$ cat src/mesh_payload_pkg.sv
// shared constants and types for the mesh thread payload builder
// assumes a single 125 MHz core clock domain
package mesh_payload_pkg;

   localparam int unsigned CLK_PERIOD_NS = 8;
   localparam int unsigned ROW_BITS = 256;
   localparam int unsigned DWORD_BITS = 32;
   localparam int unsigned LANE_IDX_BITS = 16;
   localparam int unsigned MAX_LANES = 32;
   localparam int unsigned TAG_BITS = 10;
   localparam int unsigned TAG_COUNT = 1024;
   localparam int unsigned TALLY_BITS = 64;
   localparam int unsigned GROUP_SIZE_BITS = 11;
   localparam int unsigned SLICE_COUNT = 4;
   localparam int unsigned SLICE_SEL_BITS = 2;

   // per-primitive read length ceiling in 256-bit units
   localparam logic [4:0] PRIM_READ_LEN_MAX = 5'h1f;

   // header dword positions
   localparam int unsigned HDR_DW_TASK_OFS = 7;
   localparam int unsigned HDR_DW_MESH = 6;
   localparam int unsigned HDR_DW_SCRATCH = 5;
   localparam int unsigned TASK_SEL_LSB = 16;
   localparam int unsigned TASK_SEL_MSB = 24;
   localparam int unsigned EXTENT_X_LSB = 16;
   localparam int unsigned SCRATCH_LSB = 10;

   // register address map
   localparam logic [7:0] ADDR_CTRL = 8'h00;
   localparam logic [7:0] ADDR_SCRATCH = 8'h04;
   localparam logic [7:0] ADDR_INLINE_BASE = 8'h08;
   localparam logic [7:0] ADDR_STATUS = 8'h28;
   localparam logic [7:0] ADDR_TALLY_BASE = 8'h40;
   localparam logic [31:0] RESET_CTRL = 32'h0000_0000;
   localparam logic [TALLY_BITS-1:0] RESET_TALLY = 64'h0;

   // ctrl bit positions
   localparam int unsigned CTRL_INLINE_EMIT = 0;
   localparam int unsigned CTRL_TASK_EN = 1;
   localparam int unsigned CTRL_DIM_3D = 2;
   localparam int unsigned CTRL_LEN_LSB = 8;

   typedef enum logic [1:0] {
      SIMD8 = 2'h0,
      SIMD16 = 2'h1,
      SIMD32 = 2'h2
   } simd_width_t;

   typedef enum logic [4:0] {
      ST_IDLE = 5'b00001,
      ST_HDR = 5'b00010,
      ST_LID_LO = 5'b00100,
      ST_LID_HI = 5'b01000,
      ST_INLINE = 5'b10000
   } build_state_t;

endpackage

$ cat src/tally_bus_if.sv
// interface carrying tally increments and reads between builder and bank
// assumes one clock domain shared by both modports
`timescale 1ns/1ps
interface tally_bus_if;
   import mesh_payload_pkg::*;
   logic inc;
   logic [SLICE_SEL_BITS-1:0] inc_slice;
   logic [GROUP_SIZE_BITS-1:0] inc_amount;
   logic [SLICE_SEL_BITS-1:0] rd_slice;
   logic rd_hi;
   logic [31:0] rd_data;
   modport builder (output inc, inc_slice, inc_amount, rd_slice, rd_hi,
      input rd_data);
   modport bank (input inc, inc_slice, inc_amount, rd_slice, rd_hi,
      output rd_data);
endinterface

$ cat src/slice_tally_bank.sv
// per-slice mesh invocation tally counters with registered read data
// assumes the builder pulses inc once per whole group dispatch
`timescale 1ns/1ps
module slice_tally_bank
   import mesh_payload_pkg::*;
(
   input wire logic core_clk_i,
   input wire logic arst_n_i,
   tally_bus_if.bank tb
);

   logic [TALLY_BITS-1:0] tally_reg [SLICE_COUNT];
   logic [31:0] rd_reg;
   logic [TALLY_BITS-1:0] sel_tally;

   assign sel_tally = tally_reg[tb.rd_slice];

   ////////////////////////////////////////////////////////////////////////
   genvar g;
   generate
      for (g = 0; g < SLICE_COUNT; g++) begin : g_slice
         always_ff @(posedge core_clk_i or negedge arst_n_i) begin
            if (!arst_n_i) begin
               tally_reg[g] <= RESET_TALLY;
            end else if (tb.inc && tb.inc_slice == g) begin
               // wraps on overflow
               tally_reg[g] <= tally_reg[g] +
                  TALLY_BITS'(tb.inc_amount);
            end
         end
      end
   endgenerate

   ////////////////////////////////////////////////////////////////////////
   always_ff @(posedge core_clk_i or negedge arst_n_i) begin
      if (!arst_n_i) begin
         rd_reg <= 32'h0;
      end else begin
         rd_reg <= tb.rd_hi ? sel_tally[63:32] : sel_tally[31:0];
      end
   end

   assign tb.rd_data = rd_reg;

endmodule // slice_tally_bank

$ cat src/mesh_thread_payload_builder.sv
// mesh thread payload builder: header, lane indices, inline parameter row
// assumes dispatch requests are synchronous to core_clk_i
// Overview of operation
// - per-primitive read length capped at 31 rows
// - one tally counter per graphics slice unit
// - tally grows by group size per dispatch
// - execution unit thread dispatches never bump tally
// - payload: header, indices, optional inline
// - 16-bit indices in row 1, or 1-2
// - index is lane position in whole group
// - inline row follows indices when emit set
// - dword 7 holds task entry offset
// - dword 6 high holds x extent in 3d
// - dword 6 low holds mesh entry offset
// - dword 5 high holds scratch surface index
// - dword 5 low holds unique thread tag
//
// The implementer's own choices: the address-and-strobe port and the address map.
`timescale 1ns/1ps
module mesh_thread_payload_builder
   import mesh_payload_pkg::*;
(
   input wire logic core_clk_i,
   input wire logic arst_n_i,
   // register port
   input wire logic [7:0] reg_addr_i,
   input wire logic [31:0] reg_wdata_i,
   input wire logic reg_wr_i,
   input wire logic reg_rd_i,
   output logic [31:0] reg_rdata_o,
   // group dispatch start
   input wire logic group_start_i,
   input wire logic [GROUP_SIZE_BITS-1:0] group_size_i,
   input wire logic [SLICE_SEL_BITS-1:0] group_slice_i,
   // per-thread dispatch request
   input wire logic thread_valid_i,
   output logic thread_ready_o,
   input wire logic [1:0] thread_simd_i,
   input wire logic [GROUP_SIZE_BITS-1:0] thread_lane_base_i,
   input wire logic [15:0] thread_extent_x_i,
   input wire logic [15:0] thread_mesh_ofs_i,
   input wire logic [8:0] thread_task_sel_i,
   input wire logic [15:0] thread_task_ofs_i,
   // thread tag release
   input wire logic tag_free_i,
   input wire logic [TAG_BITS-1:0] tag_free_id_i,
   // payload row stream to execution unit core
   output logic row_valid_o,
   input wire logic row_ready_i,
   output logic [ROW_BITS-1:0] row_data_o,
   output logic [2:0] row_index_o,
   output logic row_last_o,
   output logic [4:0] prim_read_len_o
);

   build_state_t state_reg, state_next;
   logic [31:0] ctrl_reg;
   logic [21:0] scratch_reg;
   logic [DWORD_BITS-1:0] inline_reg [8];
   logic [TAG_COUNT-1:0] tag_busy_reg;
   logic [TAG_BITS-1:0] tag_reg;
   simd_width_t simd_reg;
   logic [GROUP_SIZE_BITS-1:0] base_reg;
   logic [15:0] ext_reg, mofs_reg, tofs_reg;
   logic [8:0] tsel_reg;
   logic [ROW_BITS-1:0] row_reg;
   logic [2:0] idx_reg;
   logic valid_reg, last_reg;
   logic rd_pend_reg;
   logic [31:0] rdata_reg;
   tally_bus_if tb();

   ////////////////////////////////////////////////////////////////////////
   // register decode
   logic wr_ctrl, wr_scratch, wr_inline, rd_tally;
   logic [2:0] inline_sel;
   logic [4:0] len_raw;
   assign wr_ctrl = reg_wr_i && reg_addr_i == ADDR_CTRL;
   assign wr_scratch = reg_wr_i && reg_addr_i == ADDR_SCRATCH;
   assign wr_inline = reg_wr_i && reg_addr_i >= ADDR_INLINE_BASE &&
      reg_addr_i < ADDR_STATUS;
   assign inline_sel = reg_addr_i[4:2] - 3'h2;
   assign rd_tally = reg_addr_i >= ADDR_TALLY_BASE &&
      reg_addr_i < ADDR_TALLY_BASE + 8'h20;
   assign len_raw = ctrl_reg[CTRL_LEN_LSB +: 5];
   // the 5-bit field cannot pass 31
   assign prim_read_len_o = len_raw > PRIM_READ_LEN_MAX ?
      PRIM_READ_LEN_MAX : len_raw;

   logic emit, task_en, dim3d;
   assign emit = ctrl_reg[CTRL_INLINE_EMIT];
   assign task_en = ctrl_reg[CTRL_TASK_EN];
   assign dim3d = ctrl_reg[CTRL_DIM_3D];

   always_ff @(posedge core_clk_i or negedge arst_n_i) begin
      if (!arst_n_i) begin
         ctrl_reg <= RESET_CTRL;
         scratch_reg <= 22'h0;
      end else begin
         if (wr_ctrl) ctrl_reg <= reg_wdata_i & 32'h0000_1f07;
         if (wr_scratch) scratch_reg <= reg_wdata_i[21:0];
      end
   end

   // software fills the inline words
   always_ff @(posedge core_clk_i or negedge arst_n_i) begin
      if (!arst_n_i) begin
         for (int i = 0; i < 8; i++) inline_reg[i] <= 32'h0;
      end else if (wr_inline) begin
         inline_reg[inline_sel] <= reg_wdata_i;
      end
   end

   ////////////////////////////////////////////////////////////////////////
   // tally bank: only group starts count
   assign tb.inc = group_start_i;
   assign tb.inc_slice = group_slice_i;
   assign tb.inc_amount = group_size_i;
   assign tb.rd_slice = reg_addr_i[3 +: SLICE_SEL_BITS];
   assign tb.rd_hi = reg_addr_i[2];

   slice_tally_bank u_bank (
      .core_clk_i(core_clk_i),
      .arst_n_i(arst_n_i),
      .tb(tb.bank)
   );

   logic [31:0] rd_mux;
   logic rd_is_tally;
   assign rd_mux = reg_addr_i == ADDR_CTRL ? ctrl_reg :
      reg_addr_i == ADDR_SCRATCH ? {10'h0, scratch_reg} :
      wr_inline || (reg_addr_i >= ADDR_INLINE_BASE &&
         reg_addr_i < ADDR_STATUS) ? inline_reg[inline_sel] :
      reg_addr_i == ADDR_STATUS ? {27'h0, state_reg} : 32'h0;
   assign rd_is_tally = reg_rd_i && rd_tally;

   always_ff @(posedge core_clk_i or negedge arst_n_i) begin
      if (!arst_n_i) begin
         rdata_reg <= 32'h0;
         rd_pend_reg <= 1'b0;
      end else begin
         rdata_reg <= reg_rd_i ? rd_mux : 32'h0;
         rd_pend_reg <= rd_is_tally;
      end
   end

   assign reg_rdata_o = rd_pend_reg ? tb.rd_data : rdata_reg;

   ////////////////////////////////////////////////////////////////////////
   // thread tag allocation: lowest free tag
   logic [TAG_BITS-1:0] free_tag;
   logic tag_avail;
   always_comb begin
      free_tag = '0;
      tag_avail = 1'b0;
      for (int i = TAG_COUNT - 1; i >= 0; i--) begin
         if (!tag_busy_reg[i]) begin
            free_tag = TAG_BITS'(i);
            tag_avail = 1'b1;
         end
      end
   end

   logic accept;
   assign thread_ready_o = state_reg == ST_IDLE && tag_avail;
   assign accept = thread_valid_i && thread_ready_o;

   always_ff @(posedge core_clk_i or negedge arst_n_i) begin
      if (!arst_n_i) begin
         tag_busy_reg <= '0;
      end else begin
         for (int i = 0; i < TAG_COUNT; i++) begin
            // allocation wins over a same-cycle release
            if (accept && free_tag == TAG_BITS'(i))
               tag_busy_reg[i] <= 1'b1;
            else if (tag_free_i && tag_free_id_i == TAG_BITS'(i))
               tag_busy_reg[i] <= 1'b0;
         end
      end
   end

   ////////////////////////////////////////////////////////////////////////
   // row builders
   logic [ROW_BITS-1:0] hdr_row, lid_lo_row, lid_hi_row, inline_row;
   always_comb begin
      hdr_row = '0;
      hdr_row[HDR_DW_TASK_OFS*32 +: 32] = task_en ?
         {7'h0, tsel_reg, tofs_reg} : 32'h0;
      hdr_row[HDR_DW_MESH*32 + EXTENT_X_LSB +: 16] =
         dim3d ? ext_reg : 16'h0;
      hdr_row[HDR_DW_MESH*32 +: 16] = mofs_reg;
      hdr_row[HDR_DW_SCRATCH*32 + SCRATCH_LSB +: 22] =
         scratch_reg;
      hdr_row[HDR_DW_SCRATCH*32 +: TAG_BITS] = tag_reg;
   end

   // group-relative lane position
   always_comb begin
      lid_lo_row = '0;
      lid_hi_row = '0;
      for (int l = 0; l < 16; l++) begin
         lid_lo_row[l*LANE_IDX_BITS +: LANE_IDX_BITS] =
            16'(base_reg) + 16'(l);
         lid_hi_row[l*LANE_IDX_BITS +: LANE_IDX_BITS] =
            16'(base_reg) + 16'(l + 16);
      end
      if (simd_reg == SIMD8) lid_lo_row[255:128] = '0;
   end

   always_comb begin
      for (int i = 0; i < 8; i++) inline_row[i*32 +: 32] = inline_reg[i];
   end

   ////////////////////////////////////////////////////////////////////////
   // payload sequencer
   logic row_take;
   assign row_take = valid_reg && row_ready_i;

   always_comb begin
      state_next = state_reg;
      case (state_reg)
         ST_IDLE: if (accept) state_next = ST_HDR;
         ST_HDR: if (row_take) state_next = ST_LID_LO;
         ST_LID_LO: if (row_take) begin
            state_next = simd_reg == SIMD32 ? ST_LID_HI :
               emit ? ST_INLINE : ST_IDLE;
         end
         ST_LID_HI: if (row_take) state_next = emit ? ST_INLINE : ST_IDLE;
         ST_INLINE: if (row_take) state_next = ST_IDLE;
         default: state_next = ST_IDLE;
      endcase
   end

   logic [ROW_BITS-1:0] row_next;
   logic [2:0] idx_next;
   logic last_next;
   assign row_next = state_next == ST_HDR ? hdr_row :
      state_next == ST_LID_LO ? lid_lo_row :
      state_next == ST_LID_HI ? lid_hi_row : inline_row;
   assign idx_next = state_next == ST_HDR ? 3'h0 :
      state_next == ST_LID_LO ? 3'h1 :
      state_next == ST_LID_HI ? 3'h2 :
      simd_reg == SIMD32 ? 3'h3 : 3'h2;
   assign last_next = state_next == ST_INLINE ||
      (state_next == ST_LID_LO && simd_reg != SIMD32 && !emit) ||
      (state_next == ST_LID_HI && !emit);

   always_ff @(posedge core_clk_i or negedge arst_n_i) begin
      if (!arst_n_i) begin
         state_reg <= ST_IDLE;
         simd_reg <= SIMD8;
         tag_reg <= '0;
         base_reg <= '0;
         ext_reg <= 16'h0;
         mofs_reg <= 16'h0;
         tofs_reg <= 16'h0;
         tsel_reg <= 9'h0;
      end else begin
         state_reg <= state_next;
         if (accept) begin
            simd_reg <= simd_width_t'(thread_simd_i);
            tag_reg <= free_tag;
            base_reg <= thread_lane_base_i;
            ext_reg <= thread_extent_x_i;
            mofs_reg <= thread_mesh_ofs_i;
            tofs_reg <= thread_task_ofs_i;
            tsel_reg <= thread_task_sel_i;
         end
      end
   end

   // header row is built one cycle after accept, so load rows late
   logic load_row;
   assign load_row = state_reg != state_next && state_next != ST_IDLE &&
      state_next != ST_HDR;

   always_ff @(posedge core_clk_i or negedge arst_n_i) begin
      if (!arst_n_i) begin
         row_reg <= '0;
         idx_reg <= 3'h0;
         valid_reg <= 1'b0;
         last_reg <= 1'b0;
      end else if (state_reg == ST_HDR && !valid_reg) begin
         row_reg <= hdr_row;
         idx_reg <= 3'h0;
         valid_reg <= 1'b1;
         last_reg <= 1'b0;
      end else if (load_row) begin
         row_reg <= row_next;
         idx_reg <= idx_next;
         valid_reg <= 1'b1;
         last_reg <= last_next;
      end else if (row_take) begin
         valid_reg <= 1'b0;
      end
   end

   assign row_valid_o = valid_reg;
   assign row_data_o = row_reg;
   assign row_index_o = idx_reg;
   assign row_last_o = last_reg;

endmodule // mesh_thread_payload_builder

$ cat config.mk
export PLATFORM = sky130hd
export DESIGN_NAME = mesh_thread_payload_builder
export DESIGN_NICKNAME = d
export VERILOG_FILES = /design/src/mesh_payload_pkg.sv /design/src/tally_bus_if.sv /design/src/slice_tally_bank.sv /design/src/mesh_thread_payload_builder.sv
export SDC_FILE = /design/constraint.sdc
export NUM_CORES = 2
export LEC_CHECK = 0
export CAP_MARGIN = 40
export CORE_AREA = 2 2 550 552
export CTS_CLUSTER_DIAMETER = 100
export DETAILED_ROUTE_END_ITERATION = 10
export DIE_AREA = 0 0 552 554
export DONT_BUFFER_PORTS = 1
export SETUP_SLACK_MARGIN = 0.05
export SKIP_LAST_GASP = 1
export SYNTH_ARGS = -nofsm -noshare
export SYNTH_HDL_FRONTEND = slang
export SYNTH_SLANG_ARGS = --single-unit
export TNS_END_PERCENT = 50
$ cat constraint.sdc
create_clock -name core_clk_i -period 4.4 [get_ports core_clk_i]
set_clock_uncertainty 0.1 [all_clocks]
set_input_delay 0 -clock core_clk_i [delete_from_list [all_inputs] [get_ports core_clk_i]]
set_output_delay 0 -clock core_clk_i [all_outputs]
set_load 0.03 [all_outputs]
=== Yosys cells after proc, flatten, opt, wreduce, memory -nomap -nowiden ===
Index checks and enable logic that the tools add are counted.

* Input port bits: 141
* Output and inout port bits: 299
* Word-level logic and storage cells: 10,409
* Bits in registers: 1,977

* Reduce and logical (&&, ||, !) cells: 3,105
* Magnitude comparators: 8
* Add/subtract/negate cells: 36
* Equality and inequality tests: 2,065
* Bitwise gates (word level): 2
* Muxes and demuxes: 4,140

{| class="wikitable"
|+ Operators by type and width
! cell !! number
|-
| equality test 10 bit (second input constant) || 1,024
|-
| 2-to-1 mux 10 bit || 1,024
|-
| equality test 10 x 9 -> 1 bit (second input constant) || 512
|-
| 2-to-1 mux 1 bit || 3,079
|-
| equality test 10 x 8 -> 1 bit (second input constant) || 256
|-
| logical AND 1 bit || 2,069
|-
| nonzero test 2 bit || 1,025
|-
| equality test 10 x 7 -> 1 bit (second input constant) || 128
|-
| 2-to-1 mux 256 bit || 5
|-
| equality test 10 x 6 -> 1 bit (second input constant) || 64
|-
| equality test 10 x 5 -> 1 bit (second input constant) || 32
|-
| 2-to-1 mux 32 bit || 9
|-
| adder 64 x 11 -> 64 bit || 4
|-
| bitwise mux 256 bit || 1
|-
| adder 11 x 5 -> 12 bit (second input constant) || 16
|-
| equality test 10 x 4 -> 1 bit (second input constant) || 16
|-
| binary-select mux 64 bit (select 2 bit) || 1
|-
| 2-to-1 mux 64 bit || 2
|-
| 2-to-1 mux 124 bit || 1
|-
| adder 11 x 4 -> 12 bit (second input constant) || 8
|-
| binary-select mux 32 bit (select 3 bit) || 1
|-
| demux 32 bit (select 3 bit) || 1
|-
| equality test 10 x 3 -> 1 bit (second input constant) || 8
|-
| adder 11 x 3 -> 12 bit (second input constant) || 4
|-
| 40 further kinds || 66
|}

=== Logic depth before layout (Yosys ltp) ===
* Depth in word-level cells: 1,035
* Depth in mapped cells: 16

=== Hierarchy ===
From an unflattened synthesis, not the netlist that was laid out.

* Cell total of the unflattened synthesis: 11,314
* Area, all modules: 105,980.4 um^2

{| class="wikitable"
|+ Modules (own cells, without submodules)
! module !! area each (um^2) !! seq. area each (um^2) !! times used !! cells an instance
|-
| mesh_thread_payload_builder || 89,703.5 || 42,241.8 || 1 || 9,794
|-
| slice_tally_bank || 16,276.9 || 7,206.9 || 1 || 1,520
|}

=== Least setup slack after synthesis ===
OpenSTA, ideal clock, no wires.

* Path kind: input port to flip-flop
* From: in reg_addr_i[3]
* To: reg rdata_reg[22]
* Path slack: 0.664 ns
* Path buffers: 7
* Data arrival time: 3.504 ns
* Library setup time: 0.132 ns
* Stages on the path: 11
* Path through: clkbuf_1 clkbuf_1 clkbuf_1 buf_1 inv_1 ha_1 clkbuf_1 buf_1 buf_1 mux2i_1 nor2_1

* Longest elaborated chain between the ends: 9

{| class="wikitable"
|+ Ends and longest elaborated chain
! what !! line !! source
|-
| start, declared || mesh_thread_payload_builder.sv:26 || <nowiki>input wire logic [7:0] reg_addr_i,</nowiki>
|-
| subtractor 3 x 2 -> 3 bit || mesh_thread_payload_builder.sv:82 || <nowiki>assign inline_sel = reg_addr_i[4:2] - 3'h2;</nowiki>
|-
| NOT 3 -> 4 bit (implied by the code) || mesh_thread_payload_builder.sv:133 || <nowiki>reg_addr_i < ADDR_STATUS) ? inline_reg[inline_sel] :</nowiki>
|-
| binary-select mux 32 bit (select 3 bit) || mesh_thread_payload_builder.sv:133 ||
|-
| 2-to-1 mux 32 bit (implied by the code) (2 in a row) || mesh_thread_payload_builder.sv:133 ||
|-
| 2-to-1 mux 32 bit || mesh_thread_payload_builder.sv:133 ||
|-
| 2-to-1 mux 32 bit || mesh_thread_payload_builder.sv:131 || <nowiki>reg_addr_i == ADDR_SCRATCH ? {10'h0, scratch_reg} :</nowiki>
|-
| 2-to-1 mux 32 bit * || mesh_thread_payload_builder.sv:130 || <nowiki>assign rd_mux = reg_addr_i == ADDR_CTRL ? ctrl_reg :</nowiki>
|-
| 2-to-1 mux 32 bit * || mesh_thread_payload_builder.sv:142 || <nowiki>rdata_reg <= reg_rd_i ? rd_mux : 32'h0;</nowiki>
|-
| end signal, assigned || mesh_thread_payload_builder.sv:142 ||
|-
| end, declared || mesh_thread_payload_builder.sv:70 || <nowiki>logic [31:0] rdata_reg;</nowiki>
|}

Every way passes the cells marked *; elsewhere a longest branch is shown, timed or not. The select of a mux whose other input is x is not followed.
A chain may end at the register's enable or synchronous reset.

==> reports/metrics.yaml <==
status: "finished, violations left"
violations: "hold timing, slew limit"
clock_latency_ns: 0.97
vias: 104700
drive_gt1_frac: 0.1808
fmax_mhz: 229.0
synthDistinctLibCells: 107
drt_iter0_markers: 16250
cts_sinks: 1976
wl_met3_um: 68530
holdWs_ns: -0.06382
post-place-ws_ns: -0.6583
worstSetupPathType: "reg -> reg"
avgViaCountPerCell: 6.408
die_w_um: 552
synth_top_area_cell: "dfrtp_1"
post-route-min-period_ns: 4.368
design.core.area_um2: 299300
dp_hpwl_um: 367400
max_stage_delay_ns: 0.75
htreeDepth: 4
arrival_ns: 5.06
io_buffers: 0
dpl_cell_area_um2: 116700
path_clk_slew_ns: 0.06
synth-seq-cells: 1976
cts_buffers: 222
cts_root_buf: "clkbuf_16"
max_slew_margin: -0.1470
r2r_setup_slack_ns: 0.03
leakage_nw: 53.20
setup_slack_ns: 0.03233
period_share: 0.9927
wl_per_cell_um: 31.71
cpMostUsedCell: "o21ai_0"
min-delay-path-class: "in -> reg"
start_util: 0.3498
path_max_fanout: 64
wl_um: 518200
grt_max_degree: 275
grt_pass1_wl_um: 732900
max_slew.worst_pin.slew_ns: 1.721
die_area_um2: 305800
num-fill-cells: 28970
ioPinCount: 440
syn_area_um2: 104700
largest_reg_flops: 1024
rsz0062_at_grt: "true"
multi_input_area_um2: 52560
ir_drop_uv: 508.4
register_area_um2: 49450
final_nets: 12400
met2_length_um: 211500
place.gp.congestion: 1.076
avgSynthCellArea_um2: 9.360
cts_buffer_depth: 4
final_area_um2: 130100
synth_cells: 11190
ys_seq_area_frac: 0.4723
drv_slew: 137
grt_usage: 0.3263
cap_violations: 0
synth_edf_count: 0
critPathCaptureType: "flip-flop"
die_h_um: 554
firstDrtPassIters: 10
powerDensity_nw_per_um2: 478.0
antenna_found_initial: 47
setup_viol: 0
critPathRequiredTime_ns: 5.09
drc: 0
dr.max_layer_used: "met5"
synth_top_area_frac: 0.4721
synthTopCellsByArea: "dfrtp_1 (47%), o21ai_0 (9.6%), nand2_1 (4.8%)"
grt_pass1_vias: 98560
finalSetupTns_ns: 0
slowest_stage: "or4_1"
met1_length_um: 199700
rows: 201
syn_nets: 11400
crit_path_start_kind: "flip-flop"
final_hold_viol_count: 1
yosysWarnings: 0
antenna_left: 0
ys.flop_type: "dfrtp_1"
synth-async-reset-ratio: 1.000
overflow: 0
syn2layout_area_growth_pct: 24.27
crit_chain: "nand4_1 > or4_1 > o21ai_0 > a21oi_1 > buf_4 > o21ai_0 > nand3_1 > o21ai_1 > nand3_2 > or3_4 > buf_12 > o31ai_1"
cts_tree: "yes"
where the power goes:
part / total (mW) / internal [mW] / switching (mW)
combinational: 19.1 / 6.43 / 12.6
sequential: 23.7 / 19.9 / 3.72
clock: 19.5 / 11.1 / 8.33
total: 62.2 / 37.5 / 24.7
synth_stat cells, types with 55 or more instances:
cell type     n
nor3_1      143
a22oi_1      68
nor2_1      458
a31oi_1     117
nand2b_1    110
mux4_2      128
ha_1         65
and3_1      111
o21ai_1     103
o31ai_1     492
nand4_1     460
clkbuf_1    561
inv_1       258
o21ai_0    2017
a21boi_0     70
dfrtp_1    1975
xnor2_1     173
buf_1       102
mux2_2      392
nor2b_1      75
nand2_1    1332
nand3_1     327
xor2_1      140
o211ai_1     61
a21o_1       55
o2111ai_1    62
a21oi_1     354
nor4_1      138
metal layers:
metal / global-route usage / up-vias
li1: - / 43730
met1: 0.4294 / 52130
met2: 0.4584 / 7203
met3: 0.1125 / 1623
met4: 0.1979 / 26
met5: 0.001094 / -
through the flow:
step           power, mW  utilization  std cells
2_1_floorplan      31.24            -      11190
6_report           62.19       0.4347      16340
3_5_place_dp       40.85       0.3900      15440
4_1_cts            61.17       0.4305      16260
5_1_grt            63.50       0.4346      16330
3_3_place_gp       40.71       0.3888      15410
cells in the final DEF (no fill, tap or decap), types with 67 or more instances in the layout:
master / instances
a22oi_1: 67
xor2_1: 140
nor2b_1: 75
nor4_1: 110
nand2_1: 1317
mux4_2: 128
nand2b_1: 104
dfrtp_1: 1971
a21oi_1: 348
inv_1: 257
nor2_1: 443
o21ai_1: 115
o31ai_1: 479
buf_4: 889
and3_1: 110
a31oi_1: 117
mux2_2: 392
dlygate4sd3_1: 408
o21ai_0: 2001
clkbuf_16: 226
nand3_1: 313
xnor2_1: 173
nand4_1: 460
buf_12: 138
nor3_1: 128
path summary, 6_finish.rpt:
kind | startpoint | to | depth (start not counted)
worst max-delay path | tag_busy_reg[651] | tag_busy_reg[154] | 12
worst min-delay path | reg_addr_i[1] | rdata_reg[3] | 6
worst max register to register | tag_busy_reg[651] | tag_busy_reg[154] | 12
worst min register to register | u_bank.tally_reg[191] | u_bank.tally_reg[191] | 1
max in group asynchronous | arst_n_i | tofs_reg[15] | 11
min in group asynchronous | arst_n_i | tag_busy_reg[343] | 8
critical path, delay by kind of cell (launching register included):
kind	cells	cell delay [ns]
AOI/OAI and AO/OA	5	1.25
buffers and inverters	2	0.38
and+or+nand+nor	5	2.03
DFF	1	0.41
what timing repair did:
action                                 4_1_cts  5_1_grt
setup endpoints to repair                 1023     1484
resized for setup                           40      145
setup buffers                                5       49
gates cloned                                 1        2
pin swaps                                    9       51
endpoints found under the hold margin     2045       97
hold buffers                               419        4
kinds of logic after synthesis:
logic type	synth area share
AOI/OAI and AO/OA	0.2219
and+or+nand+nor	0.1626
DFF	0.4723
buffers and inverters	0.03557
muxes	0.07285
xor gates and xnor gates	0.02618
adders and majority gates	0.008533
other	0.00003582
layout make-up:
cell class / instances / share of cell area
clock inverter: 76 / 0.007684
tap: 3958 / 0.03806
inverter: 263 / 0.007617
multi-input combinational: 8235 / 0.4040
clock buffer: 322 / 0.04936
timing repair buffer: 1492 / 0.1127
antenna: 21 / 0.0004039
sequential: 1976 / 0.3801
No activity file was read; power rests on OpenSTA's default activity.
